--- config.mk ---
export PLATFORM = sky130hd
export DESIGN_NAME = current_monitor_config_regs
export DESIGN_NICKNAME = d
export VERILOG_FILES = /design/src/rtl/glitch_filter.v /design/src/rtl/current_monitor_config_regs.v
export VERILOG_INCLUDE_DIRS = /design/src /design/src/rtl
export SDC_FILE = /design/constraint.sdc
export NUM_CORES = 1
export LEC_CHECK = 0
export ABC_CLOCK_PERIOD_IN_PS = 4000
export BUFFER_PORTS_ARGS = -buffer_cell sky130_fd_sc_hd__buf_2
export CAP_MARGIN = 40
export CELL_PAD_IN_SITES_DETAIL_PLACEMENT = 2
export CELL_PAD_IN_SITES_GLOBAL_PLACEMENT = 2
export CORE_MARGIN = 2
export CORE_UTILIZATION = 36
export CTS_BUF_LIST = sky130_fd_sc_hd__clkbuf_4 sky130_fd_sc_hd__clkbuf_8 sky130_fd_sc_hd__clkbuf_16
export DETAILED_ROUTE_END_ITERATION = 10
export PLACE_DENSITY_LB_ADDON = 0.08
export SYNTH_ARGS = -nofsm -noshare
export SYNTH_HDL_FRONTEND = slang
export SYNTH_HIERARCHICAL = 1
export SYNTH_SLANG_ARGS = --single-unit
--- constraint.sdc ---
create_clock -name clk -period 4 [get_ports clk]
set_input_delay 1.2 -clock clk [delete_from_list [all_inputs] [get_ports clk]]
set_output_delay 1.2 -clock clk [all_outputs]
set_load 0.02 [all_outputs]
--- src/rtl/current_monitor_consts.vh ---
// Constants for the current monitor configuration register bank.
// Included by the register bank and its glitch filter module.
`ifndef CURRENT_MONITOR_CONSTS_VH
`define CURRENT_MONITOR_CONSTS_VH

// ----------------------------------------
// Register offsets
// ----------------------------------------
`define LOW_CFG_A_ADDR 8'h34
`define LOW_CFG_B_ADDR 8'h35
`define HIGH_CFG_A_ADDR 8'h36
`define HIGH_CFG_B_ADDR 8'h37

// ----------------------------------------
// Reset values
// ----------------------------------------
`define CFG_A_RESET 8'h00
`define CFG_B_RESET 8'h00
`define RD_IDLE 8'h00

// ----------------------------------------
// First configuration byte fields
// ----------------------------------------
`define FAST_MSB 7
`define FAST_LSB 5
`define BYPASS_BIT 4
`define WINDOW_BIT 3
`define LOWSIDE_BIT 2
// Writable bits: low channel keeps 7:2, high channel keeps 7:3
`define LOW_A_MASK 8'hFC
`define HIGH_A_MASK 8'hF8

// ----------------------------------------
// Second configuration byte fields
// ----------------------------------------
`define ATH_MSB 7
`define ATH_LSB 6
`define BTH_MSB 5
`define BTH_LSB 4
`define AGAIN_MSB 3
`define AGAIN_LSB 2
`define BGAIN_MSB 1
`define BGAIN_LSB 0

// ----------------------------------------
// Gain codes in V/V
// ----------------------------------------
`define GAIN_CODE0 7'h64
`define GAIN_CODE1 7'h32
`define GAIN_CODE2 7'h19
`define GAIN_CODE3 7'h0A

// ----------------------------------------
// Glitch filter
// ----------------------------------------
`define FILT_TIME_NS 200
`define CLK_PERIOD_NS 50
// Least time, rounded up to whole cycles
`define FILT_CYCLES ((`FILT_TIME_NS + `CLK_PERIOD_NS - 1) / `CLK_PERIOD_NS)
`define FILT_CNT_W 3
`define FILT_ZERO 3'h0
`define FILT_ONE 3'h1

`endif

--- src/rtl/glitch_filter.v ---
// One glitch filter per comparator output, with a bypass path.
// Assumes the comparator input is already synchronous to clk.
`timescale 1ns/10ps

module glitch_filter (
    // Clock and reset
    input wire clk,
    input wire sys_rst,
    // Control
    input wire bypass,
    // Comparator level in, filtered level out
    input wire compIn,
    output reg compOut_ff
);

`include "current_monitor_consts.vh"

// ----------------------------------------
// Filter state
// ----------------------------------------
reg [`FILT_CNT_W-1:0] cnt_ff;
reg stable_ff;
// Sized copy of the filter length so the counter compare stays 3 bits wide
localparam [31:0] FILT_LEN = `FILT_CYCLES;
wire [`FILT_CNT_W-1:0] cntMax = FILT_LEN[`FILT_CNT_W-1:0];

// Input must hold a new level for the whole filter time
always @(posedge clk) begin
    if (sys_rst) begin
        cnt_ff <= `FILT_ZERO;
        stable_ff <= 1'b0;
    end else if (compIn == stable_ff) begin
        cnt_ff <= `FILT_ZERO;
    end else if (cnt_ff == cntMax - `FILT_ONE) begin
        cnt_ff <= `FILT_ZERO;
        stable_ff <= compIn;
    end else begin
        cnt_ff <= cnt_ff + `FILT_ONE;
    end
end

// Bypass picks the raw level; filter keeps running so a switch back is clean
always @(posedge clk) begin
    if (sys_rst) begin
        compOut_ff <= 1'b0;
    end else begin
        compOut_ff <= bypass ? compIn : stable_ff;
    end
end

endmodule

--- src/rtl/current_monitor_config_regs.v ---
// Configuration register bank for the two current monitor channels.
// Assumes a serial management engine decodes bus frames into byte
// writes and reads, and a config loader may push whole bytes.
// Comparator levels arrive already synchronous to clk; the analog
// section reads the decoded controls straight from these flops.
//
// Function
// Host rewrites trip codes, filter and window settings over the serial bus.
// Low channel byte A: fast code 7:5, bypass 4, window 3, low-side 2, zeros.
// High channel byte A matches low, bit 2 ignored, no low-side option.
// Byte B: A threshold 7:6, B threshold 5:4, A gain 3:2, B gain 1:0.
// Trip point from threshold and gain; gains 100, 50, 25, 10 V/V.
// Same decoding both channels; range 8 mV to 190 mV differential.
// Every comparator output of each channel has its own glitch filter.
// Bypass bit 0 keeps filters active, 1 skips them.
// Window mode per channel, off at 0, on at 1.
// Low-side sensing only on low channel, enabled when bit is 1.
// Registers writable as master or slave and by config load operation.
// Fast code steps 50 mV to 300 mV, then 400 and 500 mV.
// Reads return the last written value, fixed-zero bits as zero.
`timescale 1ns/10ps

module current_monitor_config_regs (
    // Clock and reset
    input wire clk,
    input wire sys_rst,
    // Register access from the serial management engine
    input wire regWrEn,
    input wire regRdEn,
    input wire [7:0] regAddr,
    input wire [7:0] regWrData,
    output reg [7:0] regRdData_ff,
    output reg regRdValid_ff,
    // Configuration load operation
    input wire loadCfgEn,
    input wire [7:0] loadCfgAddr,
    input wire [7:0] loadCfgData,
    // Raw comparator outputs: bit0 fast, bit1 A, bit2 B
    input wire [2:0] lowCompRaw,
    input wire [2:0] highCompRaw,
    // Low-voltage channel controls to the analog section
    output reg [2:0] lowFastTripCode_ff,
    output reg lowWindowSel_ff,
    output reg lowLowSideEnable_ff,
    output reg [1:0] lowCompAThreshold_ff,
    output reg [1:0] lowCompBThreshold_ff,
    output reg [6:0] lowGainA_ff,
    output reg [6:0] lowGainB_ff,
    // High-voltage channel controls to the analog section
    output reg [2:0] highFastTripCode_ff,
    output reg highWindowSel_ff,
    output reg [1:0] highCompAThreshold_ff,
    output reg [1:0] highCompBThreshold_ff,
    output reg [6:0] highGainA_ff,
    output reg [6:0] highGainB_ff,
    // Filtered comparator levels
    output wire [2:0] lowCompOut,
    output wire [2:0] highCompOut
);

`include "current_monitor_consts.vh"

// ----------------------------------------
// Register map
// ----------------------------------------
// 0x34 low channel byte A
//   7:5 fast trip code, 4 filter bypass, 3 window select
//   2 low-side enable, 1:0 fixed zero
// 0x35 low channel byte B
//   7:6 A threshold, 5:4 B threshold, 3:2 A gain, 1:0 B gain
// 0x36 high channel byte A
//   as 0x34, bit 2 has no function and reads zero
// 0x37 high channel byte B
//   same layout as 0x35
// Gain codes 0 to 3 mean 100, 50, 25 and 10 V/V
// Threshold and gain pick the trip point in the analog section
// Bus writes and config loads share one mask per register,
// so a loaded value reads back exactly like a written one
// Offsets outside 0x34 to 0x37 store nothing and read zero

// ----------------------------------------
// Register storage
// ----------------------------------------
reg [7:0] cfgMem_ff [0:3];
reg [7:0] nxt_cfgMem [0:3];
reg [7:0] nxt_regRdData;

// Offsets 0x34..0x37 map to 4..7: bit 2 flags a hit, bits 1:0 give index 0..3
function [2:0] addrIndex;
    input [7:0] addr;
    begin
        case (addr)
            `LOW_CFG_A_ADDR: addrIndex = 3'h4;
            `LOW_CFG_B_ADDR: addrIndex = 3'h5;
            `HIGH_CFG_A_ADDR: addrIndex = 3'h6;
            `HIGH_CFG_B_ADDR: addrIndex = 3'h7;
            default: addrIndex = 3'h0;
        endcase
    end
endfunction

// Mask per register so fixed-zero and don't-care bits never store
function [7:0] regMask;
    input [1:0] idx;
    begin
        case (idx)
            2'h0: regMask = `LOW_A_MASK;
            2'h2: regMask = `HIGH_A_MASK;
            default: regMask = 8'hFF;
        endcase
    end
endfunction

// Gain code to amplification in V/V
function [6:0] gainValue;
    input [1:0] code;
    begin
        case (code)
            2'h0: gainValue = `GAIN_CODE0;
            2'h1: gainValue = `GAIN_CODE1;
            2'h2: gainValue = `GAIN_CODE2;
            default: gainValue = `GAIN_CODE3;
        endcase
    end
endfunction

wire [2:0] wrSel = addrIndex(regAddr);
wire [2:0] ldSel = addrIndex(loadCfgAddr);
wire [2:0] rdSel = addrIndex(regAddr);

// One-hot hits per register, bit h high when a strobe selects entry h;
// unmapped offsets raise no hit, so they can never disturb storage
wire [3:0] wrHit;
wire [3:0] ldHit;
genvar h;
generate
    for (h = 0; h < 4; h = h + 1) begin : gHit
        assign wrHit[h] = regWrEn && wrSel[2] && (wrSel[1:0] == h);
        assign ldHit[h] = loadCfgEn && ldSel[2] && (ldSel[1:0] == h);
    end
endgenerate

// ----------------------------------------
// Write path
// ----------------------------------------
// Bus write wins over config load when both hit one register:
// the host's latest intent is what software expects to read back.
integer i;
integer j;
always @* begin
    for (i = 0; i < 4; i = i + 1) begin
        nxt_cfgMem[i] = cfgMem_ff[i];
        if (ldHit[i]) begin
            nxt_cfgMem[i] = loadCfgData & regMask(i[1:0]);
        end
        if (wrHit[i]) begin
            nxt_cfgMem[i] = regWrData & regMask(i[1:0]);
        end
    end
end

// Storage update; master and slave roles use the same port
// Own loop index so no variable is shared between processes
always @(posedge clk) begin
    for (j = 0; j < 4; j = j + 1) begin
        if (sys_rst) begin
            cfgMem_ff[j] <= (j[0]) ? `CFG_B_RESET : `CFG_A_RESET;
        end else begin
            cfgMem_ff[j] <= nxt_cfgMem[j];
        end
    end
end

// ----------------------------------------
// Read path
// ----------------------------------------
// Unmapped offsets read as zero
always @* begin
    nxt_regRdData = `RD_IDLE;
    if (rdSel[2]) begin
        nxt_regRdData = cfgMem_ff[rdSel[1:0]];
    end
end

// Read data lands one cycle after the strobe
always @(posedge clk) begin
    if (sys_rst) begin
        regRdData_ff <= `RD_IDLE;
        regRdValid_ff <= 1'b0;
    end else begin
        regRdValid_ff <= regRdEn;
        if (regRdEn) begin
            regRdData_ff <= nxt_regRdData;
        end
    end
end

// ----------------------------------------
// Decoded controls
// ----------------------------------------
// Next values for the analog side controls
reg [2:0] nxt_lowFastTripCode;
reg nxt_lowWindowSel;
reg nxt_lowLowSideEnable;
reg [1:0] nxt_lowCompAThreshold;
reg [1:0] nxt_lowCompBThreshold;
reg [6:0] nxt_lowGainA;
reg [6:0] nxt_lowGainB;
reg [2:0] nxt_highFastTripCode;
reg nxt_highWindowSel;
reg [1:0] nxt_highCompAThreshold;
reg [1:0] nxt_highCompBThreshold;
reg [6:0] nxt_highGainA;
reg [6:0] nxt_highGainB;

// Low channel fields; bypass goes raw to the filters
always @* begin
    nxt_lowFastTripCode = cfgMem_ff[0][`FAST_MSB:`FAST_LSB];
    nxt_lowWindowSel = cfgMem_ff[0][`WINDOW_BIT];
    nxt_lowLowSideEnable = cfgMem_ff[0][`LOWSIDE_BIT];
    nxt_lowCompAThreshold = cfgMem_ff[1][`ATH_MSB:`ATH_LSB];
    nxt_lowCompBThreshold = cfgMem_ff[1][`BTH_MSB:`BTH_LSB];
    nxt_lowGainA = gainValue(cfgMem_ff[1][`AGAIN_MSB:`AGAIN_LSB]);
    nxt_lowGainB = gainValue(cfgMem_ff[1][`BGAIN_MSB:`BGAIN_LSB]);
end

// High channel fields; bit 2 of byte A has no use here
always @* begin
    nxt_highFastTripCode = cfgMem_ff[2][`FAST_MSB:`FAST_LSB];
    nxt_highWindowSel = cfgMem_ff[2][`WINDOW_BIT];
    nxt_highCompAThreshold = cfgMem_ff[3][`ATH_MSB:`ATH_LSB];
    nxt_highCompBThreshold = cfgMem_ff[3][`BTH_MSB:`BTH_LSB];
    nxt_highGainA = gainValue(cfgMem_ff[3][`AGAIN_MSB:`AGAIN_LSB]);
    nxt_highGainB = gainValue(cfgMem_ff[3][`BGAIN_MSB:`BGAIN_LSB]);
end

// Registered decode keeps every output straight from a flip-flop;
// the analog side sees changes one cycle after the store.
always @(posedge clk) begin
    if (sys_rst) begin
        lowFastTripCode_ff <= 3'h0;
        lowWindowSel_ff <= 1'b0;
        lowLowSideEnable_ff <= 1'b0;
        lowCompAThreshold_ff <= 2'h0;
        lowCompBThreshold_ff <= 2'h0;
        lowGainA_ff <= `GAIN_CODE0;
        lowGainB_ff <= `GAIN_CODE0;
        highFastTripCode_ff <= 3'h0;
        highWindowSel_ff <= 1'b0;
        highCompAThreshold_ff <= 2'h0;
        highCompBThreshold_ff <= 2'h0;
        highGainA_ff <= `GAIN_CODE0;
        highGainB_ff <= `GAIN_CODE0;
    end else begin
        lowFastTripCode_ff <= nxt_lowFastTripCode;
        lowWindowSel_ff <= nxt_lowWindowSel;
        lowLowSideEnable_ff <= nxt_lowLowSideEnable;
        lowCompAThreshold_ff <= nxt_lowCompAThreshold;
        lowCompBThreshold_ff <= nxt_lowCompBThreshold;
        lowGainA_ff <= nxt_lowGainA;
        lowGainB_ff <= nxt_lowGainB;
        highFastTripCode_ff <= nxt_highFastTripCode;
        highWindowSel_ff <= nxt_highWindowSel;
        highCompAThreshold_ff <= nxt_highCompAThreshold;
        highCompBThreshold_ff <= nxt_highCompBThreshold;
        highGainA_ff <= nxt_highGainA;
        highGainB_ff <= nxt_highGainB;
    end
end

// ----------------------------------------
// Glitch filters, one per comparator output
// ----------------------------------------
wire lowBypass = cfgMem_ff[0][`BYPASS_BIT];
wire highBypass = cfgMem_ff[2][`BYPASS_BIT];

genvar g;
generate
    for (g = 0; g < 6; g = g + 1) begin : gFilt
        wire outBit;
        // First three slots serve the low channel, the rest the high one
        wire bypassSel = (g < 3) ? lowBypass : highBypass;
        wire rawSel = (g < 3) ? lowCompRaw[g % 3] : highCompRaw[g % 3];
        glitch_filter uFilt (
            .clk(clk),
            .sys_rst(sys_rst),
            .bypass(bypassSel),
            .compIn(rawSel),
            .compOut_ff(outBit)
        );
        if (g < 3) begin : gLow
            assign lowCompOut[g] = outBit;
        end else begin : gHigh
            assign highCompOut[g - 3] = outBit;
        end
    end
endgenerate

endmodule

==> results.cfg, run 1 <==
[placement]
dp_hpwl_um = 8170
io_buffers = 102
placedCellCount = 641
place.gp.congestion = 0.718

[power_and_ir_drop]
switching_share_pct = 23.4
p_int_mw = 1.55
power_mw = 2.02
combPwrFrac_pct = 4.8
clock_power_share_pct = 41.9
vdd_drop_max_mv = 0.172
power_density_nw_per_um2 = 386
power_frac_seq_pct = 53.3
switchingPower_uw = 473
leakagePower_nw = 2.34

[min_path]
worstHoldStart = gFilt[4].uFilt/cnt_ff[0]
worst_hold_path_type = register to register
hold_depth = 1

[cts]
cts-hold-fix-buffers = 0
cts_buffer_depth = 2
clk_pin_slew_ns = 0.07
cts_tree = built
cts_setup_buffers = 0
insertion_delay_ns = 0.35
root_buffer = clkbuf_16
postCtsResizedCells = 0
cts_max_level = 3
cts.sinks = 107
numCtsBuffers = 9

[setup_path]
cp-startpoint = regAddr[7]
arrival_ns = 2.83
path_common_cell = nor2_1
cp.depth = 5
end_kind = register
reg2reg_depth = 3
worst-path-max-fanout = 12
worst_setup_path_start_kind = input pin
path_cells = buf_2 -> nor2_1 -> nand4b_1 -> nor2_1 -> a211oi_1
cp_slowest_cell = nand4b_1
crit_type = input pin to register
cp_data_required_time_ns = 4.21
critPathTopFamily = simple AND/OR/NAND/NOR gates
reg2reg_from = gFilt[3].uFilt/cnt_ff[0]
cpPeakStageDelay_ns = 0.65
critical_path_buf_inv_count = 1

[route]
antenna_left = 0
wl_um = 11400
vias = 3383
routedWlPerCell_um = 17.4
routed_via_density = 5.15
first_iter_violations = 74
route.detailed.drc = 0
dr.pass1.iters = 4

[floorplanning]
core_sq_um = 12000
die_x_um = 115
die_y_um = 115
start_util_pct = 36.9
dieArea_sq_um = 13200
num_rows = 40
pin_count = 103

[synthesis]
netlist_area_sq_um = 4410
syn_avg_cell_area_sq_um = 10.5
synth-seq-area-share_pct = 48.6
yosysTopAreaCell = dfxtp_1
yosys-top-cells-area = dfxtp_1 49%, mux2i_1 9.1%, ha_1 7.9%, nor2b_1 5.0%, nor2_1 4.8%
synth_xor_area_share_pct = 1.19
synthMuxAreaShare_pct = 10.4
synthSimpleGateAreaFrac_pct = 18.3
post_synth_fa_ha_maj_area_fraction_pct = 7.94
synth-main-ff-cell = dfxtp_1
synth_top_area_share_pct = 48.6
syn_inst = 419
synth_top_family_by_area = simple AND/OR/NAND/NOR gates
synth_cell_types = 35
synthArstFlopShare_pct = 0
ys_ff_latch = 107
synth_fp_nets = 490
ys_warn_count = 6
synth-compound-area-share_pct = 8.74
synth_edf_count = 0

[global_route]
grt_max_degree = 51
grt.overflow.total = 0
grt_use_total_pct = 18.4
antenna_found_initial = 0
grt_pass1_wl_um = 18600
grt_pass1_vias = 3625

[cells_and_area]
layout_commonest_cell = dfxtp_1
layout.cells.non_filler = 657
multi_input_area_sq_um = 2050
syn_to_final_growth_pct = 18.8
ff_latch_area_sq_um = 2140
final_nets = 576
layout_common_cells = 107 x dfxtp_1, 101 x buf_2, 56 x nor2_1
fin_util_pct = 43.8
nFillCells = 1266
antennaDiodeCount = 0
drive_above_1_share_pct = 27.3

[sta]
finalCritPeriodShare_pct = 65.5
fin_crit_ns = 2.62
rsz0062_at_grt = false
fin_skew_ns = 0.00679
fin_tns_setup_ns = 0
hold_violations = 0
drv_slew = 0
slew_headroom_pct = 47.4
worst-slew-pin-transition_ns = 0.785
setup_viol = 0
fmax_mhz = 381

[flow_run]
maxCapViolations = 0

[run_status]
status = complete, no violations
## logic make-up after synthesis
group                      Yosys count
DFF                                107
AOI/OAI and AO/OA                   53
muxes                               45
xor gates and xnor gates             6
and+or+nand+nor                    137
buffers and inverters               43
adders and majority gates           28
## power by group through the flow
| stage | Clock (mW) | Sequential, mW | Combinational (mW) |
|---|---|---|---|
| after floorplan | 0 | 1.10 | 0.0455 |
| after global placement | 0 | 1.10 | 0.0938 |
| after detailed placement | 0 | 1.10 | 0.0978 |
| after CTS | 0.873 | 1.08 | 0.0988 |
| after global routing | 0.918 | 1.08 | 0.109 |
| final | 0.847 | 1.08 | 0.0977 |
## synthesized netlist by cell type, types with 6 or more instances
cell type and count:
inv_1 14, mux2i_1 40, buf_4 13, nor2_1 56, nor4_1 12, xnor2_1 6
dfxtp_1 107, clkbuf_1 11, nor2b_1 35, nor4b_2 6, ha_1 28, a211oi_1 23
## routing by layer
layer,global-route usage (%),share of wire [%],vias to the layer above
li1,-,-,1639
met1,22.9,46,1662
met2,31.5,49,69
met3,2.96,3.0,13
met4,7.64,1.9,0
met5,0,0,-
## layout make-up
cell class	count	area share, %
clock buffer	10	4.56
tap	147	3.51
multi-input combinational	269	39.2
inverter	14	1.00
clock inverter	6	0.788
timing repair buffer	104	10.1
sequential	107	40.9
## final timing paths
path         slack (ns)                  endpoint
max                1.38           cfgMem_ff[0][3]
min                0.43  gFilt[4].uFilt/cnt_ff[0]
max reg2reg        2.74  gFilt[3].uFilt/cnt_ff[2]
min reg2reg        0.43  gFilt[4].uFilt/cnt_ff[0]
## stage by stage
step                      cell area (sq um)  setup slack (ns)  hold slack (ns)
after detailed placement               4960              1.03            0.427
after global placement                 4960              1.16            0.416
final                                  5240              1.38            0.434
after CTS                              5240              1.37            0.437
after global routing                   5240              1.19            0.454
after floorplan                        4410              1.70            0.404
## state kept, by name, summed over array words and instances, names as in the netlist
register / flops
cfgMem_ff: 27
gFilt.uFilt/cnt_ff: 18
regRdData_ff: 8
gFilt.uFilt/compOut_ff: 6
gFilt.uFilt/stable_ff: 6
highGainA_ff: 6
highGainB_ff: 6
lowGainA_ff: 6
lowGainB_ff: 6
highFastTripCode_ff: 3
lowFastTripCode_ff: 3
highCompAThreshold_ff: 2
highCompBThreshold_ff: 2
lowCompAThreshold_ff: 2
lowCompBThreshold_ff: 2
highWindowSel_ff: 1
lowLowSideEnable_ff: 1
lowWindowSel_ff: 1
regRdValid_ff: 1
## worst register-to-register path: stages, from the launching register on
cell	delay [ns]
dfxtp_1	0.32
ha_1	0.19
ha_1	0.28
nor4_1	0.35
Note: power is estimated with default switching activity, not from simulation.
==> run 2, diff against run 1 <==
ABC_CLOCK_PERIOD_IN_PS = 2400   (was 4000)
CORE_UTILIZATION = 30   (was 36)
clock period = 2.4 ns   (was 4 ns; I/O delays follow)
==> run 2 against run 1 <==
  * Final area grew 2.7%
  * Non-clock buffer count grew 8
  * Clock skew shrank 0.0024 ns
  * Sequential power grew 67%
  * Sequential share of layout area shrank 1.1 points
  * Cell count grew 6.7%
  * Worst hold slack gained 0.0054 ns
  * Count of clock-buffer cells in the layout grew 1
  * Clock power grew 79%
  * Worst setup slack lost 0.79 ns
  * Register-to-register slack lost 1.5 ns
  * Critical path depth is the same
  * Critical path type unchanged
  * Critical endpoint is now cfgMem_ff[0][4]
  * Largest cell class unchanged
  * Largest power group unchanged
==> results.cfg, run 2 (synthesized netlist as in run 1, its figures left out) <==
[sta]
setup_viol = 0
finalCritPeriodShare_pct = 75.5
fin_tns_setup_ns = 0
fin_skew_ns = 0.00442
fin_crit_ns = 1.81
hold_violations = 0
slew_headroom_pct = 67.0
worst-slew-pin-transition_ns = 0.495
rsz0062_at_grt = false
fmax_mhz = 552
drv_slew = 0

[floorplanning]
die_x_um = 125
pin_count = 103
dieArea_sq_um = 15700
core_sq_um = 14400
num_rows = 44
start_util_pct = 30.6
die_y_um = 125

[power_and_ir_drop]
leakagePower_nw = 2.39
power_mw = 3.48
switching_share_pct = 21.9
switchingPower_uw = 764
combPwrFrac_pct = 4.8
p_int_mw = 2.72
vdd_drop_max_mv = 0.287
power_frac_seq_pct = 51.7
clock_power_share_pct = 43.5
power_density_nw_per_um2 = 647

[cts]
cts_setup_buffers = 0
postCtsResizedCells = 0
numCtsBuffers = 9
insertion_delay_ns = 0.35
clk_pin_slew_ns = 0.07
cts_buffer_depth = 2
cts_tree = built
root_buffer = clkbuf_16
cts-hold-fix-buffers = 0
cts_max_level = 3
cts.sinks = 107

[cells_and_area]
layout_commonest_cell = dfxtp_1
layout_common_cells = 107 x dfxtp_1, 101 x buf_2, 56 x nor2_1
antennaDiodeCount = 0
largestRegisters = cfgMem_ff (27), gFilt.uFilt/cnt_ff (18), regRdData_ff (8)
drive_above_1_share_pct = 28.2
fin_area_sq_um = 5380
largest_reg_flops = 27
final_nets = 584
syn_to_final_growth_pct = 22.0
largest_register = cfgMem_ff

[setup_path]
arrival_ns = 2.08
cp_data_required_time_ns = 2.67
worst_setup_path_start_kind = input pin
worst-path-max-fanout = 6
end_kind = register
crit_type = input pin to register

[route]
antenna_left = 0
dr.pass1.iters = 4
routedWlPerCell_um = 16.6
first_iter_violations = 99
routed_via_density = 4.78
wl_um = 11600
route.detailed.drc = 0
vias = 3353

[global_route]
antenna_found_initial = 0
grt_pass1_vias = 3501
grt_use_total_pct = 14.9
grt_max_degree = 38
grt_pass1_wl_um = 18400
grt.overflow.total = 0

[placement]
dpl_cell_area_sq_um = 5080
place.gp.congestion = 0.708
io_buffers = 102
dp_hpwl_um = 8710

[min_path]
worst_hold_path_type = register to register

[flow_run]
maxCapViolations = 0

[run_status]
status = complete, no violations
-- run 2: final cells by class --
type / count / area [sq um]
clock buffer: 11 / 253
clock inverter: 4 / 48.8
inverter: 14 / 52.6
sequential: 107 / 2140
timing repair buffer: 112 / 601
tap: 184 / 230
fill: 1605 / 9040
multi-input combinational: 269 / 2050
-- run 2: stage by stage --
| stage | setup WS (ns) | cells | hold WS, ns | util (%) |
|---|---|---|---|---|
| final | 0.589 | 701 | 0.439 | 37.3 |
| after CTS | 0.576 | 701 | 0.442 | 37.3 |
| after detailed placement | 0.235 | 686 | 0.432 | 35.2 |
| after floorplan | 0.580 | 419 | 0.404 | - |
| after global routing | 0.461 | 701 | 0.457 | 37.3 |
| after global placement | 0.312 | 686 | 0.418 | 35.2 |
-- run 2: final timing paths --
| kind | depth (start not counted) | slack, ns | to | from |
|---|---|---|---|---|
| worst min register to register | 1 | 0.44 | gFilt[0].uFilt/cnt_ff[0] | gFilt[0].uFilt/cnt_ff[0] |
| worst max register to register | 3 | 1.20 | lowGainA_ff[2] | cfgMem_ff[1][2] |
| worst min-delay path | 1 | 0.44 | gFilt[0].uFilt/cnt_ff[0] | gFilt[0].uFilt/cnt_ff[0] |
| worst max-delay path | 5 | 0.59 | cfgMem_ff[0][4] | loadCfgAddr[7] |
-- run 2: per-layer routing --
metal | track usage (%) | wire [um]
met4 | 5.49 | 189
met2 | 24.8 | 5550
met3 | 2.70 | 395
met1 | 19.3 | 5510
met5 | 0 | 0
-- run 2: critical path, stage by stage --
cell	delay, ns
buf_2	0.10
nor3b_2	0.29
and4bb_1	0.56
mux2i_1	0.14
a211oi_1	0.25
-- run 2: power groups by stage --
stage               Combinational [mW]  Clock [mW]  Sequential (mW)
floorplan                       0.0758           0             1.84
CTS                              0.171        1.57             1.80
global placement                 0.165           0             1.84
global route                     0.185        1.64             1.80
finish                           0.167        1.52             1.80
detailed placement               0.170           0             1.84
==> run 3, diff against run 2 <==
ABC_AREA = 1   (was default)
ABC_CLOCK_PERIOD_IN_PS = 1600   (was 2400)
CORE_UTILIZATION = 27   (was 30)
clock period = 1.6 ns   (was 2.4 ns; I/O delays follow)
==> run 3 against run 2 <==
  * Synthesized cell count rose by 58%
  * Highest routed layer unchanged
  * Die area increased by 22%
  * Power grew 55%
  * Sequential cell count stayed put
  * Worst hold slack worse by 0.046 ns
==> results.cfg, run 3 <==
[floorplanning]
dieArea_sq_um = 19200
die_x_um = 138
core_sq_um = 17800
start_util_pct = 27.4
die_y_um = 138
pin_count = 103
num_rows = 49

[synthesis]
syn_avg_cell_area_sq_um = 7.35
synth_top_area_share_pct = 43.9
synth-main-ff-cell = dfxtp_1
synth_common_cells = 160 x nand2_1, 114 x inv_1, 107 x dfxtp_1, 79 x nor2_1, 40 x nand3_1
ys_ff_latch = 107
synth.most_common_cell = nand2_1
yosys-top-cells-area = dfxtp_1 44%, nand2_1 12%, inv_1 8.8%, ha_1 7.2%, nor2_1 6.1%
synth_cell_types = 29
synth-seq-area-share_pct = 43.9
ys_warn_count = 6
netlist_area_sq_um = 4880
synthArstFlopShare_pct = 0
synth_fp_nets = 735
synth_edf_count = 0
syn_inst = 664
yosysTopAreaCell = dfxtp_1

[power_and_ir_drop]
power_density_nw_per_um2 = 864
vdd_drop_max_mv = 0.535
leakagePower_nw = 2.98

[setup_path]
cpPeakStageDelay_ns = 0.16
ff2ff_setup_slack_ns = 0.42
end_kind = register
crit_type = input pin to register
worst-path-max-fanout = 3
cp_slowest_cell = buf_4
cp_data_required_time_ns = 1.86
path_common_cell = nand2_1
arrival_ns = 1.75
worst_setup_path_start_kind = input pin
path_cells = buf_2 -> inv_1 -> nand2_2 -> buf_4 -> nor2_1 -> nand2_2 -> buf_4 -> nand3_1 -> nand2_1 -> nand2_1 -> nand2_1 -> nand2_1 -> a21oi_1

[cells_and_area]
layout_commonest_cell = nand2_1
syn_to_final_growth_pct = 27.6
nFillCells = 2154
drive_above_1_share_pct = 24.9
layout_common_cells = 159 x nand2_1, 114 x inv_1, 107 x dfxtp_1
largest_reg_flops = 27
final_nets = 868
largest_register = cfgMem_ff
largestRegisters = cfgMem_ff (27), gFilt.uFilt/cnt_ff (18), regRdData_ff (8)
antennaDiodeCount = 0

[flow_run]
maxCapViolations = 0

[placement]
io_buffers = 102
dp_hpwl_um = 12300
place.gp.congestion = 0.814
dp_slack_ns = -0.359

[sta]
drv_slew = 0
fin_tns_setup_ns = 0
setup_viol = 0
hold_violations = 0
fin_skew_ns = 0.00903
rsz0062_at_grt = true
slew_headroom_pct = 78.4
worst-slew-pin-transition_ns = 0.322
fin_crit_ns = 1.50
fmax_mhz = 667
finalCritPeriodShare_pct = 93.7
setup_ws_ns = 0.101

[run_status]
status = complete, no violations

[cts]
numCtsBuffers = 9
cts-hold-fix-buffers = 0
clk_pin_slew_ns = 0.07
cts_buffer_depth = 2
cts_tree = built
cts.sinks = 107
insertion_delay_ns = 0.36
cts_max_level = 3
root_buffer = clkbuf_16

[global_route]
grt_use_total_pct = 16.7
grt.overflow.total = 0
antenna_found_initial = 0
grt_pass1_wl_um = 25500
grt_max_degree = 41
grt_pass1_vias = 4986

[route]
vias = 4584
routed_via_density = 4.45
first_iter_violations = 103
route.detailed.drc = 0
antenna_left = 0
dr.pass1.iters = 4
wl_um = 15600
routedWlPerCell_um = 15.1

[min_path]
worst_hold_path_type = input pin to register
-- run 3: cell types whose count changed after synthesis, moves of 7 or more --
| cell | before | now |
|---|---|---|
| a211oi_1 | 23 | 0 |
| a21oi_1 | 3 | 22 |
| inv_1 | 14 | 114 |
| mux2i_1 | 40 | 0 |
| nand2_1 | 3 | 160 |
| nand3_1 | 1 | 40 |
| nand3_2 | 0 | 7 |
| nand4_1 | 3 | 12 |
| nor2_1 | 56 | 79 |
| nor2_4 | 0 | 9 |
| nor2b_1 | 35 | 0 |
| nor3_1 | 0 | 8 |
| nor4_1 | 12 | 0 |
| o21ai_0 | 2 | 27 |
-- run 3: kinds of logic (layout without fill, tap and decap cells) --
group | count (synthesis) | count (layout) | synth area share, %
AOI/OAI and AO/OA | 55 | 55 | 5.87
adders and majority gates | 28 | 28 | 7.18
DFF | 107 | 107 | 43.9
and+or+nand+nor | 330 | 331 | 30.9
buffers and inverters | 144 | 281 | 12.2
-- run 3: area by class of cell --
type                            count  area [sq um]  share of cell area (%)
Clock buffer                       10           239                    3.84
Multi-Input combinational cell    414          2190                    35.1
Sequential cell                   107          2140                    34.4
Inverter                          120           455                    7.31
Clock inverter                      6          62.6                    1.00
Tap cell                          229           287                    4.60
Timing Repair Buffer              145           858                    13.8
-- run 3: layer usage --
| layer | vias to the layer above | track usage, % | routed length (um) |
|---|---|---|---|
| li1 | 2300 | - | - |
| met1 | 2195 | 20.7 | 7060 |
| met2 | 73 | 29.5 | 7870 |
| met3 | 16 | 2.22 | 368 |
| met4 | 0 | 6.34 | 306 |
| met5 | - | 0 | 0 |
-- run 3: worst paths after layout --
path | start | end | cells after the start
setup / recovery | regAddr[3] | regRdData_ff[5] | 13
hold / removal | highCompRaw[0] | gFilt[3].uFilt/compOut_ff | 3
setup reg to reg | cfgMem_ff[3][3] | highGainA_ff[2] | 3
hold reg to reg | gFilt[2].uFilt/cnt_ff[0] | gFilt[2].uFilt/cnt_ff[0] | 1
-- run 3: per-stage QoR --
step	total power, mW	util [%]	std cells	hold slack [ns]	area (sq um)
finish	5.38	34.9	1031	0.393	6230
detailed placement	3.11	32.9	1012	0.417	5870
global route	5.63	34.9	1031	0.399	6230
global placement	3.10	32.9	1012	0.405	5870
floorplan	2.91	-	664	0.397	4880
CTS	5.47	34.6	1028	0.381	6170
-- run 3: report_power, final --
group | internal [mW] | switching [mW]
combinational | 0.131 | 0.219
sequential | 2.69 | 0.0129
clock | 1.26 | 1.08
total | 4.08 | 1.31
-- run 3: critical path, delay by kind of cell --
family,cells,cell delay [ns]
compound gates,1,0.06
buf+inv,4,0.48
simple gates,8,0.74
-- run 3: what timing repair did --
item                       CTS  global route
setup buffers                0             2
gates resized for setup      0            10
setup endpoints to repair    0            21
